## config.mk

```make
export PLATFORM = sky130hd
export DESIGN_NAME = lpd_dev_flat
export DESIGN_NICKNAME = d
export VERILOG_FILES = /design/src/rtl/lpd_pkg.sv /design/src/rtl/lpd_if.sv /design/src/rtl/lpd_bank.sv /design/src/rtl/lpd_dev.sv /design/src/flat_wrapper.sv
export SDC_FILE = /design/constraint.sdc
export NUM_CORES = 2
export LEC_CHECK = 0
export ABC_AREA = 0
export ABC_CLOCK_PERIOD_IN_PS = 4900
export BUFFER_PORTS_ARGS = -buffer_cell sky130_fd_sc_hd__clkbuf_2
export CAP_MARGIN = 5
export CELL_PAD_IN_SITES_DETAIL_PLACEMENT = 0
export CELL_PAD_IN_SITES_GLOBAL_PLACEMENT = 1
export CORE_ASPECT_RATIO = 1.4
export CORE_MARGIN = 10
export CORE_UTILIZATION = 45
export CTS_CLUSTER_SIZE = 10
export DETAILED_ROUTE_END_ITERATION = 6
export PLACE_DENSITY = 0.7
export SYNTH_ARGS = -nofsm -noshare
export SYNTH_HDL_FRONTEND = slang
export SYNTH_HIERARCHICAL = 1
export SYNTH_MEMORY_MAX_BITS = 65536
export SYNTH_SLANG_ARGS = --single-unit
export TNS_END_PERCENT = 100
```

## constraint.sdc

```tcl
create_clock -name clk -period 4.9 [get_ports clk]
set_clock_uncertainty 0.05 [all_clocks]
set_input_delay 0 -clock clk [delete_from_list [all_inputs] [get_ports clk]]
set_output_delay 0 -clock clk [all_outputs]
set_load 0.05 [all_outputs]
```

## src/rtl/lpd_pkg.sv

```systemverilog
// How it works
// - chip select high ignores command lines
// - nop registers nothing, work continues
// - mode set only idle, then wait
// - mode set loads register from address
// - bank bits pick base or extended
// - activate opens row in chosen bank
// - activate first, then wait before access
// - precharge before new row, space activates
// - other-bank activates spaced by minimum
// - row stays open until precharged
// - read burst length, bank, column
// - address bit ten selects auto precharge
// - precharge all makes banks precharging
// - burst terminate cuts newest read burst
// - write after read only when done
// - rules hold with clock enable high
// - idle bank leaves others unconstrained
// - auto-precharge access limits other banks
// - auto precharge period start points
// - refresh and mode set need idle
// - controller avoids unlisted command combinations
// - data mask high discards write byte
package lpd_pkg;
  // ==========================================
  // geometry
  localparam int NBANK  = 4;
  localparam int BA_W   = 2;
  localparam int ADDR_W = 13;
  localparam int DQ_W   = 16;
  localparam int DM_W   = 2;
  localparam int CNT_W  = 5;
  localparam int AUTO_PRE_BIT = 10;
  localparam int BL_LSB = 0;
  // ==========================================
  // timing
  localparam int CLK_PS   = 25000;
  localparam int TRCD_NS  = 15;
  localparam int TRP_NS   = 15;
  localparam int TRC_NS   = 55;
  localparam int TRRD_NS  = 10;
  localparam int TWR_NS   = 15;
  localparam int TMRD_CYC = 2;
  localparam int TRCD_CYC = (TRCD_NS * 1000 + CLK_PS - 1) / CLK_PS;
  localparam int TRP_CYC  = (TRP_NS * 1000 + CLK_PS - 1) / CLK_PS;
  localparam int TRC_CYC  = (TRC_NS * 1000 + CLK_PS - 1) / CLK_PS;
  localparam int TRRD_CYC = (TRRD_NS * 1000 + CLK_PS - 1) / CLK_PS;
  localparam int TWR_CYC  = (TWR_NS * 1000 + CLK_PS - 1) / CLK_PS;
  // ==========================================
  // mode register
  localparam logic [BA_W-1:0]   BA_MR   = 2'h0;
  localparam logic [BA_W-1:0]   BA_EMR  = 2'h2;
  localparam logic [ADDR_W-1:0] MR_RST  = 13'h0032;
  localparam logic [ADDR_W-1:0] EMR_RST = 13'h0000;
  // ==========================================
  // encodings
  typedef enum logic [2:0] {
    CMD_MRS = 3'h0, CMD_REF = 3'h1, CMD_PRE = 3'h2, CMD_ACT = 3'h3,
    CMD_WR  = 3'h4, CMD_RD  = 3'h5, CMD_BST = 3'h6, CMD_NOP = 3'h7
  } lpd_cmd_t;
  typedef enum logic [2:0] {
    BK_IDLE = 3'h0, BK_ACTIVATING = 3'h1, BK_ACTIVE = 3'h2,
    BK_READING = 3'h3, BK_WRITING = 3'h4, BK_PRECHARGING = 3'h5
  } lpd_bank_t;
  typedef enum logic [2:0] {
    OP_NOP = 3'h0, OP_ACT = 3'h1, OP_RD = 3'h2, OP_WR = 3'h3,
    OP_PRE = 3'h4, OP_PREA = 3'h5, OP_MRS = 3'h6, OP_BST = 3'h7
  } lpd_op_t;
  function automatic logic [CNT_W-1:0] lpd_burst_len(input logic [2:0] code);
    case (code)
      3'h1:    lpd_burst_len = 5'h02;
      3'h2:    lpd_burst_len = 5'h04;
      3'h3:    lpd_burst_len = 5'h08;
      3'h4:    lpd_burst_len = 5'h10;
      default: lpd_burst_len = 5'h04;
    endcase
  endfunction : lpd_burst_len
endpackage : lpd_pkg

```

## src/rtl/lpd_if.sv

```systemverilog
interface lpd_if;
  import lpd_pkg::*;
  logic              cke;
  logic              cs_n;
  logic              ras_n;
  logic              cas_n;
  logic              we_n;
  logic [BA_W-1:0]   ba;
  logic [ADDR_W-1:0] addr;
  logic [DQ_W-1:0]   wr_dq;
  logic [DM_W-1:0]   dm;
  logic [DQ_W-1:0]   rd_dq;
  logic              rd_valid;
  modport host (output cke, cs_n, ras_n, cas_n, we_n, ba, addr, wr_dq, dm,
                input rd_dq, rd_valid);
  modport dev  (input cke, cs_n, ras_n, cas_n, we_n, ba, addr, wr_dq, dm,
                output rd_dq, rd_valid);
endinterface : lpd_if

```

## src/rtl/lpd_bank.sv

```systemverilog
module lpd_bank
  import lpd_pkg::*;
#(
  parameter int TRCD = TRCD_CYC,
  parameter int TRP  = TRP_CYC,
  parameter int TWR  = TWR_CYC
)(
  input  wire logic clk,
  input  wire logic rst_n,
  input  wire logic act,
  input  wire logic rd,
  input  wire logic wr,
  input  wire logic pre,
  input  wire logic auto_pre,
  input  wire logic burst_end,
  output lpd_bank_t state,
  output logic      idle
);
  logic [CNT_W-1:0] cnt;
  logic             pend_pre;
  logic             wr_rec;

  assign idle = (state == BK_IDLE);

  // ==========================================
  // bank state machine
  always_ff @(posedge clk) begin
    if (!rst_n) begin
      state    <= BK_IDLE;
      cnt      <= '0;
      pend_pre <= 1'b0;
      wr_rec   <= 1'b0;
    end else begin
      case (state)
        BK_IDLE: begin
          if (act) begin
            state <= (TRCD > 1) ? BK_ACTIVATING : BK_ACTIVE;
            cnt   <= CNT_W'(TRCD - 1);
          end else if (pre) begin
            state <= BK_PRECHARGING;
            cnt   <= CNT_W'(TRP);
          end
        end
        BK_ACTIVATING: begin
          if (cnt <= 5'h01) state <= BK_ACTIVE;
          else cnt <= cnt - 5'h01;
        end
        BK_ACTIVE, BK_READING, BK_WRITING: begin
          if (rd || wr) begin
            state    <= rd ? BK_READING : BK_WRITING;
            pend_pre <= auto_pre;
            wr_rec   <= 1'b0;
          end else if (pre) begin
            state  <= BK_PRECHARGING;
            cnt    <= CNT_W'(TRP);
            wr_rec <= 1'b0;
          end else if (wr_rec) begin
            if (cnt <= 5'h01) begin
              state  <= BK_PRECHARGING;
              cnt    <= CNT_W'(TRP);
              wr_rec <= 1'b0;
            end else cnt <= cnt - 5'h01;
          end else if (burst_end && state != BK_ACTIVE) begin
            if (!pend_pre) state <= BK_ACTIVE;
            else if (state == BK_READING) begin
              state <= BK_PRECHARGING;
              cnt   <= CNT_W'(TRP);
            end else begin
              wr_rec <= 1'b1;
              cnt    <= CNT_W'(TWR);
            end
          end
        end
        BK_PRECHARGING: begin
          pend_pre <= 1'b0;
          if (cnt <= 5'h01) state <= BK_IDLE;
          else cnt <= cnt - 5'h01;
        end
        default: state <= BK_IDLE;
      endcase
    end
  end
endmodule : lpd_bank

```

## src/rtl/lpd_dev.sv

```systemverilog
module lpd_dev
  import lpd_pkg::*;
#(
  parameter int COL_AW = 4,
  parameter int ROW_AW = 2
)(
  input  wire logic          clk,
  input  wire logic          rst_n,
  lpd_if.dev                 bus,
  output logic [ADDR_W-1:0]  mode_reg,
  output logic [ADDR_W-1:0]  ext_mode_reg,
  output logic [NBANK-1:0]   bank_open,
  output logic               cmd_error
);
  localparam int MEM_AW = BA_W + ROW_AW + COL_AW;

  logic                cke_q;
  logic                live;
  lpd_cmd_t            cmd;
  logic                is_act;
  logic                is_rd;
  logic                is_wr;
  logic                is_pre;
  logic                is_bst;
  logic                is_mrs;
  logic                is_ref;
  logic                auto_pre;
  logic [CNT_W-1:0]    bl;
  logic [NBANK-1:0]    sel;
  logic [NBANK-1:0]    b_act;
  logic [NBANK-1:0]    b_rd;
  logic [NBANK-1:0]    b_wr;
  logic [NBANK-1:0]    b_pre;
  logic [NBANK-1:0]    b_end;
  logic [NBANK-1:0]    b_idle;
  logic [NBANK-1:0]    b_ready;
  lpd_bank_t           b_state [NBANK];
  logic [ADDR_W-1:0]   row_q [NBANK];
  logic [DQ_W-1:0]     mem [2**MEM_AW];
  logic [CNT_W-1:0]    rd_cnt;
  logic [CNT_W-1:0]    wr_cnt;
  logic [BA_W-1:0]     rd_bank;
  logic [BA_W-1:0]     wr_bank;
  logic [COL_AW-1:0]   rd_col;
  logic [COL_AW-1:0]   wr_col;
  logic                rd_stop;
  logic                wr_stop;
  logic [CNT_W-1:0]    mrd_cnt;
  logic                bad;

  // ==========================================
  // command decode
  assign live     = bus.cke && cke_q && !bus.cs_n;
  assign cmd      = lpd_cmd_t'({bus.ras_n, bus.cas_n, bus.we_n});
  assign is_act   = live && cmd == CMD_ACT;
  assign is_rd    = live && cmd == CMD_RD;
  assign is_wr    = live && cmd == CMD_WR;
  assign is_pre   = live && cmd == CMD_PRE;
  assign is_bst   = live && cmd == CMD_BST;
  assign is_mrs   = live && cmd == CMD_MRS;
  assign is_ref   = live && cmd == CMD_REF;
  assign auto_pre = bus.addr[AUTO_PRE_BIT];
  assign bl       = lpd_burst_len(mode_reg[BL_LSB +: 3]);
  assign rd_stop  = is_bst || is_wr || (is_pre && (auto_pre || bus.ba == rd_bank));
  assign wr_stop  = is_rd || (is_pre && (auto_pre || bus.ba == wr_bank));

  always_ff @(posedge clk) begin
    if (!rst_n) cke_q <= 1'b0;
    else cke_q <= bus.cke;
  end

  // ==========================================
  // banks
  for (genvar g = 0; g < NBANK; g++) begin : g_bank
    assign sel[g]   = (bus.ba == BA_W'(g));
    assign b_act[g] = is_act && sel[g];
    assign b_rd[g]  = is_rd && sel[g];
    assign b_wr[g]  = is_wr && sel[g];
    assign b_pre[g] = is_pre && (sel[g] || auto_pre);
    assign b_end[g] = (rd_cnt != '0 && rd_bank == BA_W'(g) &&
                       (rd_cnt == 5'h01 || is_bst || ((is_rd || is_wr) && !sel[g]))) ||
                      (wr_cnt != '0 && wr_bank == BA_W'(g) &&
                       (wr_cnt == 5'h01 || ((is_rd || is_wr) && !sel[g])));
    assign b_ready[g] = b_state[g] == BK_ACTIVE || b_state[g] == BK_READING ||
                        b_state[g] == BK_WRITING;
    lpd_bank u_bank (
      .clk       (clk),
      .rst_n     (rst_n),
      .act       (b_act[g]),
      .rd        (b_rd[g]),
      .wr        (b_wr[g]),
      .pre       (b_pre[g]),
      .auto_pre  (auto_pre),
      .burst_end (b_end[g]),
      .state     (b_state[g]),
      .idle      (b_idle[g])
    );
    always_ff @(posedge clk) begin
      if (!rst_n) row_q[g] <= '0;
      else if (b_act[g]) row_q[g] <= bus.addr;
    end
  end

  // ==========================================
  // mode registers
  always_ff @(posedge clk) begin
    if (!rst_n) begin
      mode_reg     <= MR_RST;
      ext_mode_reg <= EMR_RST;
    end else if (is_mrs) begin
      if (bus.ba == BA_MR) mode_reg <= bus.addr;
      else if (bus.ba == BA_EMR) ext_mode_reg <= bus.addr;
    end
  end

  always_ff @(posedge clk) begin
    if (!rst_n) mrd_cnt <= '0;
    else if (is_mrs) mrd_cnt <= CNT_W'(TMRD_CYC - 1);
    else if (mrd_cnt != '0) mrd_cnt <= mrd_cnt - 5'h01;
  end

  // ==========================================
  // read burst engine
  always_ff @(posedge clk) begin
    if (!rst_n) begin
      rd_cnt  <= '0;
      rd_bank <= '0;
      rd_col  <= '0;
    end else if (is_rd) begin
      rd_cnt  <= bl;
      rd_bank <= bus.ba;
      rd_col  <= bus.addr[COL_AW-1:0];
    end else if (rd_stop) begin
      rd_cnt <= '0;
    end else if (rd_cnt != '0) begin
      rd_cnt <= rd_cnt - 5'h01;
      rd_col <= rd_col + COL_AW'(1);
    end
  end

  always_ff @(posedge clk) begin
    if (!rst_n) begin
      bus.rd_valid <= 1'b0;
      bus.rd_dq    <= '0;
    end else begin
      bus.rd_valid <= rd_cnt != '0 && !rd_stop;
      bus.rd_dq    <= mem[{rd_bank, row_q[rd_bank][ROW_AW-1:0], rd_col}];
    end
  end

  // ==========================================
  // write burst engine
  always_ff @(posedge clk) begin
    if (!rst_n) begin
      wr_cnt  <= '0;
      wr_bank <= '0;
      wr_col  <= '0;
    end else if (is_wr) begin
      wr_cnt  <= bl;
      wr_bank <= bus.ba;
      wr_col  <= bus.addr[COL_AW-1:0];
    end else if (wr_stop) begin
      wr_cnt <= '0;
    end else if (wr_cnt != '0) begin
      wr_cnt <= wr_cnt - 5'h01;
      wr_col <= wr_col + COL_AW'(1);
    end
  end

  always_ff @(posedge clk) begin
    if (wr_cnt != '0 && !wr_stop) begin
      for (int b = 0; b < DM_W; b++) begin
        if (!bus.dm[b]) begin
          mem[{wr_bank, row_q[wr_bank][ROW_AW-1:0], wr_col}][b*8 +: 8] <=
            bus.wr_dq[b*8 +: 8];
        end
      end
    end
  end

  // ==========================================
  // status
  always_comb begin
    bad = 1'b0;
    if (live && cmd != CMD_NOP && mrd_cnt != '0) bad = 1'b1;
    if ((is_rd || is_wr) && !(|(sel & b_ready))) bad = 1'b1;
    if (is_act && !(|(sel & b_idle))) bad = 1'b1;
    if ((is_mrs || is_ref) && !(&b_idle)) bad = 1'b1;
    if (is_mrs && (rd_cnt != '0 || wr_cnt != '0)) bad = 1'b1;
  end

  always_ff @(posedge clk) begin
    if (!rst_n) begin
      cmd_error <= 1'b0;
      bank_open <= '0;
    end else begin
      cmd_error <= bad;
      bank_open <= ~b_idle;
    end
  end
endmodule : lpd_dev

```

## src/flat_wrapper.sv

```systemverilog
// flat-port wrapper written by rule: the top's interface ports become plain ports
module lpd_dev_flat import lpd_pkg::*;
#(
  parameter int COL_AW = 4,
  parameter int ROW_AW = 2
)
  (clk, rst_n, mode_reg, ext_mode_reg, bank_open, cmd_error, bus_cke, bus_cs_n, bus_ras_n, bus_cas_n, bus_we_n, bus_ba, bus_addr, bus_wr_dq, bus_dm, bus_rd_dq, bus_rd_valid);
  lpd_if bus_i ();
  input  wire logic clk;
  input  wire logic rst_n;
  output logic [ADDR_W-1:0] mode_reg;
  output logic [ADDR_W-1:0] ext_mode_reg;
  output logic [NBANK-1:0] bank_open;
  output logic cmd_error;
  input wire logic [$bits(bus_i.cke)-1:0] bus_cke;
  input wire logic [$bits(bus_i.cs_n)-1:0] bus_cs_n;
  input wire logic [$bits(bus_i.ras_n)-1:0] bus_ras_n;
  input wire logic [$bits(bus_i.cas_n)-1:0] bus_cas_n;
  input wire logic [$bits(bus_i.we_n)-1:0] bus_we_n;
  input wire logic [$bits(bus_i.ba)-1:0] bus_ba;
  input wire logic [$bits(bus_i.addr)-1:0] bus_addr;
  input wire logic [$bits(bus_i.wr_dq)-1:0] bus_wr_dq;
  input wire logic [$bits(bus_i.dm)-1:0] bus_dm;
  output wire logic [$bits(bus_i.rd_dq)-1:0] bus_rd_dq;
  output wire logic [$bits(bus_i.rd_valid)-1:0] bus_rd_valid;
  assign bus_i.cke = bus_cke;
  assign bus_i.cs_n = bus_cs_n;
  assign bus_i.ras_n = bus_ras_n;
  assign bus_i.cas_n = bus_cas_n;
  assign bus_i.we_n = bus_we_n;
  assign bus_i.ba = bus_ba;
  assign bus_i.addr = bus_addr;
  assign bus_i.wr_dq = bus_wr_dq;
  assign bus_i.dm = bus_dm;
  assign bus_rd_dq = bus_i.rd_dq;
  assign bus_rd_valid = bus_i.rd_valid;
  lpd_dev #(.COL_AW(COL_AW), .ROW_AW(ROW_AW)) u_core (.clk(clk), .rst_n(rst_n), .bus(bus_i), .mode_reg(mode_reg), .ext_mode_reg(ext_mode_reg), .bank_open(bank_open), .cmd_error(cmd_error));
endmodule
```

# Yosys cells after proc, flatten, opt, wreduce, memory -nomap -nowiden
# Memories as Yosys holds them, arrays and structs flattened. A register that Yosys moved wholly into a read port is not among the register bits.
# Cells that the tools add are included.
# classes
n_addsub	9
magnitude_cmp	4
eq_ne	93
muxes	175
bitwise	9
reduce_logical	159
# ops
op	n
5-bit two-way mux	42
3-bit two-way mux	48
5-bit case mux with 3 select lines	5
1-bit logical AND	59
1-bit two-way mux	58
13-bit two-way mux	4
3-bit case mux with 4 select lines	4
6-bit AND reduction	8
2-bit inequality test, second input constant	20
5-bit inequality test, second input constant	8
1-bit logical OR	37
3-bit == test, second input constant	12
5-bit by 1-bit subtractor with 5-bit output, second input constant	7
3-bit by 2-bit == test with 1-bit output, second input constant	11
4-bit inequality test, second input constant	8
4-bit two-way mux	6
6-bit by 5-bit inequality test with 1-bit output, second input constant	4
5-bit by 1-bit <= comparator with 1-bit output, second input constant	4
3-bit by 1-bit == test with 1-bit output, second input constant	6
3-bit nonzero test	6
3-bit logical NOT	5
3-bit inequality test, second input constant	5
5-bit nonzero test	3
2-bit AND reduction	7
21 further kinds	72
# totals
ff_bits	100
ram_bits	4148
input_bits	40
out_inout_bits	48
word_cells	481
n_memories	2
# memory_table
memory	depth	word_bits	read_ports	rd_clocked_by_memory_dff	wr	line	source
u_core.mem	256	16	1	1	1	lpd_dev.sv:39	logic [DQ_W-1:0] mem [2**MEM_AW];
u_core.row_q	4	13	2	2	4	lpd_dev.sv:38	logic [ADDR_W-1:0] row_q [NBANK];

# Depth between registers and ports, before layout
# depth
word_depth	14
mapped_depth	13
mapped_depth_nobuf	11

# By module
# Netlist, hierarchy kept.
# modules_own_cells
module	n_inst	cells_per_inst	area_each_um2	seq_area_each_um2
lpd_dev	1	7821	162783.6	124839.7
lpd_bank	4	102	790.8	200.2

# Worst setup path before layout
# Ideal clock, no wire load.
# synth_timing
kind	flip-flop to flip-flop
start	reg (tool-made name)
end	mem u_core.mem[227][0] (enable)
setup_ps	370
t_arrival_ps	2341
required_time_ps	4480
path_slack_ps	2138
stages_incl_launch_ff	9
path_buffers	3
period_less_slack_ps	2762
cell_sequence	dfxtp_1 > mux4_2 > nor2b_1 > buf_4 > nand3_2 > or3_1 > buf_2 > buf_2 > nor2_1
# synth_rtl
element	line
end, declared	lpd_dev.sv:39

==> results.json <==
{
  "die_x_um": 533,
  "clock-sinks": 4224,
  "grt_setup_unrepaired": "false",
  "total_power_w": 0.0874,
  "final_cell_area_um2": 186000,
  "wl_mm": 442,
  "clockRootBuffer": "clkbuf_16",
  "synth_nets": 8290,
  "path_max_fanout": 54,
  "routed_via_density": 6.12,
  "core_um2": 367000,
  "grt-ovfl-total": 0,
  "insertion_delay_ns": 0.95,
  "final.setup.tns_ns": 0,
  "final_cell_mix": "edfxtp_1 (4104), mux4_2 (952), nor2_1 (637)",
  "io_pins": 88,
  "layout_commonest_cell": "edfxtp_1",
  "setup_violations": 0,
  "p_seq_share_pct": 46.4,
  "syn-instance-count": 8229,
  "dieHeight_um": 739,
  "cell_internal_pwr_w": 0.0644,
  "hold_viol": 0,
  "ant_nets": 0,
  "drive_gt1_share_pct": 22.5,
  "syn_area_um2": 166000,
  "cts_max_level": 5,
  "swShare_pct": 26.3,
  "yosysSeqAreaShare_pct": 75.7,
  "synth_cell_types": 83,
  "ir_drop_v": 0.000370,
  "power_frac_comb_pct": 18.8,
  "avgSynthCellArea_um2": 20.2,
  "power.density_nw_per_um2": 471,
  "tightest_slew_ns": 1.43,
  "cts_buffers": 467,
  "clockPowerShare_pct": 34.8,
  "avgRoutedWirePerCell_um": 32.3,
  "antenna_found_initial": 22,
  "hold_path.class": "input pin to flip-flop",
  "grt_max_degree": 214,
  "syn_to_final_growth_pct": 11.9,
  "power_switching_w": 0.0230,
  "ys_ff_latch": 4224,
  "worstSetupStartpointType": "flip-flop",
  "crit_arrival_ns": 5.00,
  "clock_path_buffers": 4,
  "tritoncts": "built",
  "cp.required_ns": 5.65,
  "slew_viol_final": 0,
  "crit_path_end_kind": "flip-flop",
  "track_usage_pct": 21.9,
  "fill_cells": 28700,
  "port_buffers": 87,
  "initial_core_util_pct": 45.2,
  "fin_crit_ns": 4.25,
  "layout.nets": 8681,
  "async_reset_ff_share_pct": 0,
  "grt_pass1_wl_mm": 637,
  "vias": 83800,
  "drtIter0Drc": 9123,
  "relSlewSlack_pct": 4.67,
  "p_leak_nw": 56.3,
  "status": "complete, no violations",
  "largest_reg_flops": 4096,
  "period_share_pct": 86.8,
  "cts_setup_buffers": 0,
  "ys_warn_count": 6,
  "fmax_mhz": 235,
  "drc": 0,
  "clk_pin_slew_ns": 0.05,
  "grt_pass1_vias": 86900,
  "synth_edf_count": 4104,
  "place_area_um2": 172000,
  "synth_ff_type": "edfxtp_1",
  "max-cap-violations": 0,
  "dieArea_um2": 394000,
  "firstDrtPassIters": 5,
  "fp-row-count": 263,
  "place_congestion": 0.855,
  "worstSetupPathType": "flip-flop to flip-flop",
  "place_hpwl_mm": 276
}
## cell type report
class	instances	area (µm²)	area share, %
multi-input combinational	3455	37200	20.0
clock buffer	604	12300	6.64
inverter	38	148	0.0795
antenna	8	20.0	0.0108
clock inverter	21	260	0.140
tap	4902	6130	3.30
timing repair buffer	434	4020	2.16
sequential	4224	126000	67.7
## critical path: stages, from the launching register on
cell and delay [ns]:
dfxtp_4 0.90, buf_12 0.33, buf_12 0.21, buf_12 0.34, mux4_2 0.58, a22oi_1 0.36, a21oi_1 0.21, a31oi_1 0.62
o31a_1 0.37, nor3_2 0.07
## power groups by stage
stage | clock network [W] | registers (W) | logic (W)
5_1_grt | 0.0324 | 0.0406 | 0.0173
3_5_place_dp | 0 | 0.0413 | 0.0165
6_report | 0.0304 | 0.0405 | 0.0164
3_3_place_gp | 0 | 0.0412 | 0.0163
2_1_floorplan | 0 | 0.0410 | 0.0115
4_1_cts | 0.0310 | 0.0405 | 0.0166
## cells in the mapped netlist (7+ instances only)
master,number,area share (%)
a2111oi_0,17,0.090
a211oi_1,50,0.23
a21oi_1,201,0.61
a221oi_1,91,0.48
a22o_1,68,0.36
a22oi_1,103,0.47
a311oi_1,13,0.069
a31o_1,14,0.074
a31oi_1,15,0.057
and2_1,16,0.060
and3_1,8,0.030
buf_1,11,0.025
buf_2,139,0.42
buf_4,105,0.48
buf_6,80,0.54
clkbuf_1,168,0.38
dfxtp_1,120,1.4
edfxtp_1,4104,74
ha_1,21,0.16
inv_1,36,0.081
mux2_2,37,0.25
mux2i_1,242,1.5
mux4_2,953,13
nand2_1,312,0.71
nand2b_1,17,0.064
nand3_1,51,0.15
nand3_2,24,0.14
nor2_1,640,1.4
nor2b_1,57,0.21
nor3_1,65,0.20
nor3_2,12,0.072
nor3b_1,8,0.036
nor4_1,12,0.045
o211ai_1,30,0.14
o21ai_0,24,0.072
o221ai_1,39,0.21
o22a_1,17,0.090
o22ai_1,107,0.40
o2bb2ai_1,8,0.042
o31a_1,14,0.074
or2_2,7,0.026
or3_1,44,0.17
xnor2_1,13,0.069
xor2_1,9,0.048
## worst paths after layout
kind         slack (ns)                                   to                           startpoint  depth (start not counted)
max                0.65       u_core/bus.rd_dq[1]$_SDFF_PN0_        u_core/rd_col[0]$_SDFFE_PN0P_                          9
min                0.09        u_core/mem[146][14]$_DFFE_PP_                        bus_wr_dq[14]                          2
max reg2reg        0.65       u_core/bus.rd_dq[1]$_SDFF_PN0_        u_core/rd_col[0]$_SDFFE_PN0P_                          9
min reg2reg        0.41  u_core/ext_mode_reg[0]$_SDFFE_PN0P_  u_core/ext_mode_reg[0]$_SDFFE_PN0P_                          2
## cell families (layout without fill, tap and decap cells)
family / after synthesis / count (layout) / synth area share [%]
AO/OA/AOI/OAI: 874 / 874 / 3.83
XOR/XNOR: 22 / 22 / 0.116
adder cells (fa/ha/maj): 21 / 21 / 0.158
buffers and inverters: 550 / 1097 / 2.00
flip-flops: 4224 / 4224 / 75.7
multiplexers: 1232 / 1232 / 14.6
other: 0 / 8 / 0
AND/OR/NAND/NOR: 1306 / 1306 / 3.54
## metal layers
metal / global-route usage (%) / routed length (µm)
met1: 27.2 / 160000
met3: 3.66 / 32200
met4: 10.1 / 23700
met5: 0 / 52
met2: 37.7 / 226000
## stage by stage
step	util, %	hold WS, ns	setup WS [ns]	instances
floorplan	-	0.0489	2.14	8229
global placement	47.0	0.182	0.629	13000
detailed placement	47.0	0.190	0.616	13000
CTS	50.6	0.0210	0.607	13700
global route	50.6	0.0725	0.468	13700
finish	50.6	0.0855	0.646	13700
## repair_timing
item | 4_1_cts | 5_1_grt
hold buffers | 67 | 0
setup endpoints to repair | 0 | 0
endpoints found under the hold margin | 2343 | 0
gates resized for setup | 0 | 0
(Power assumes the default switching activity.)
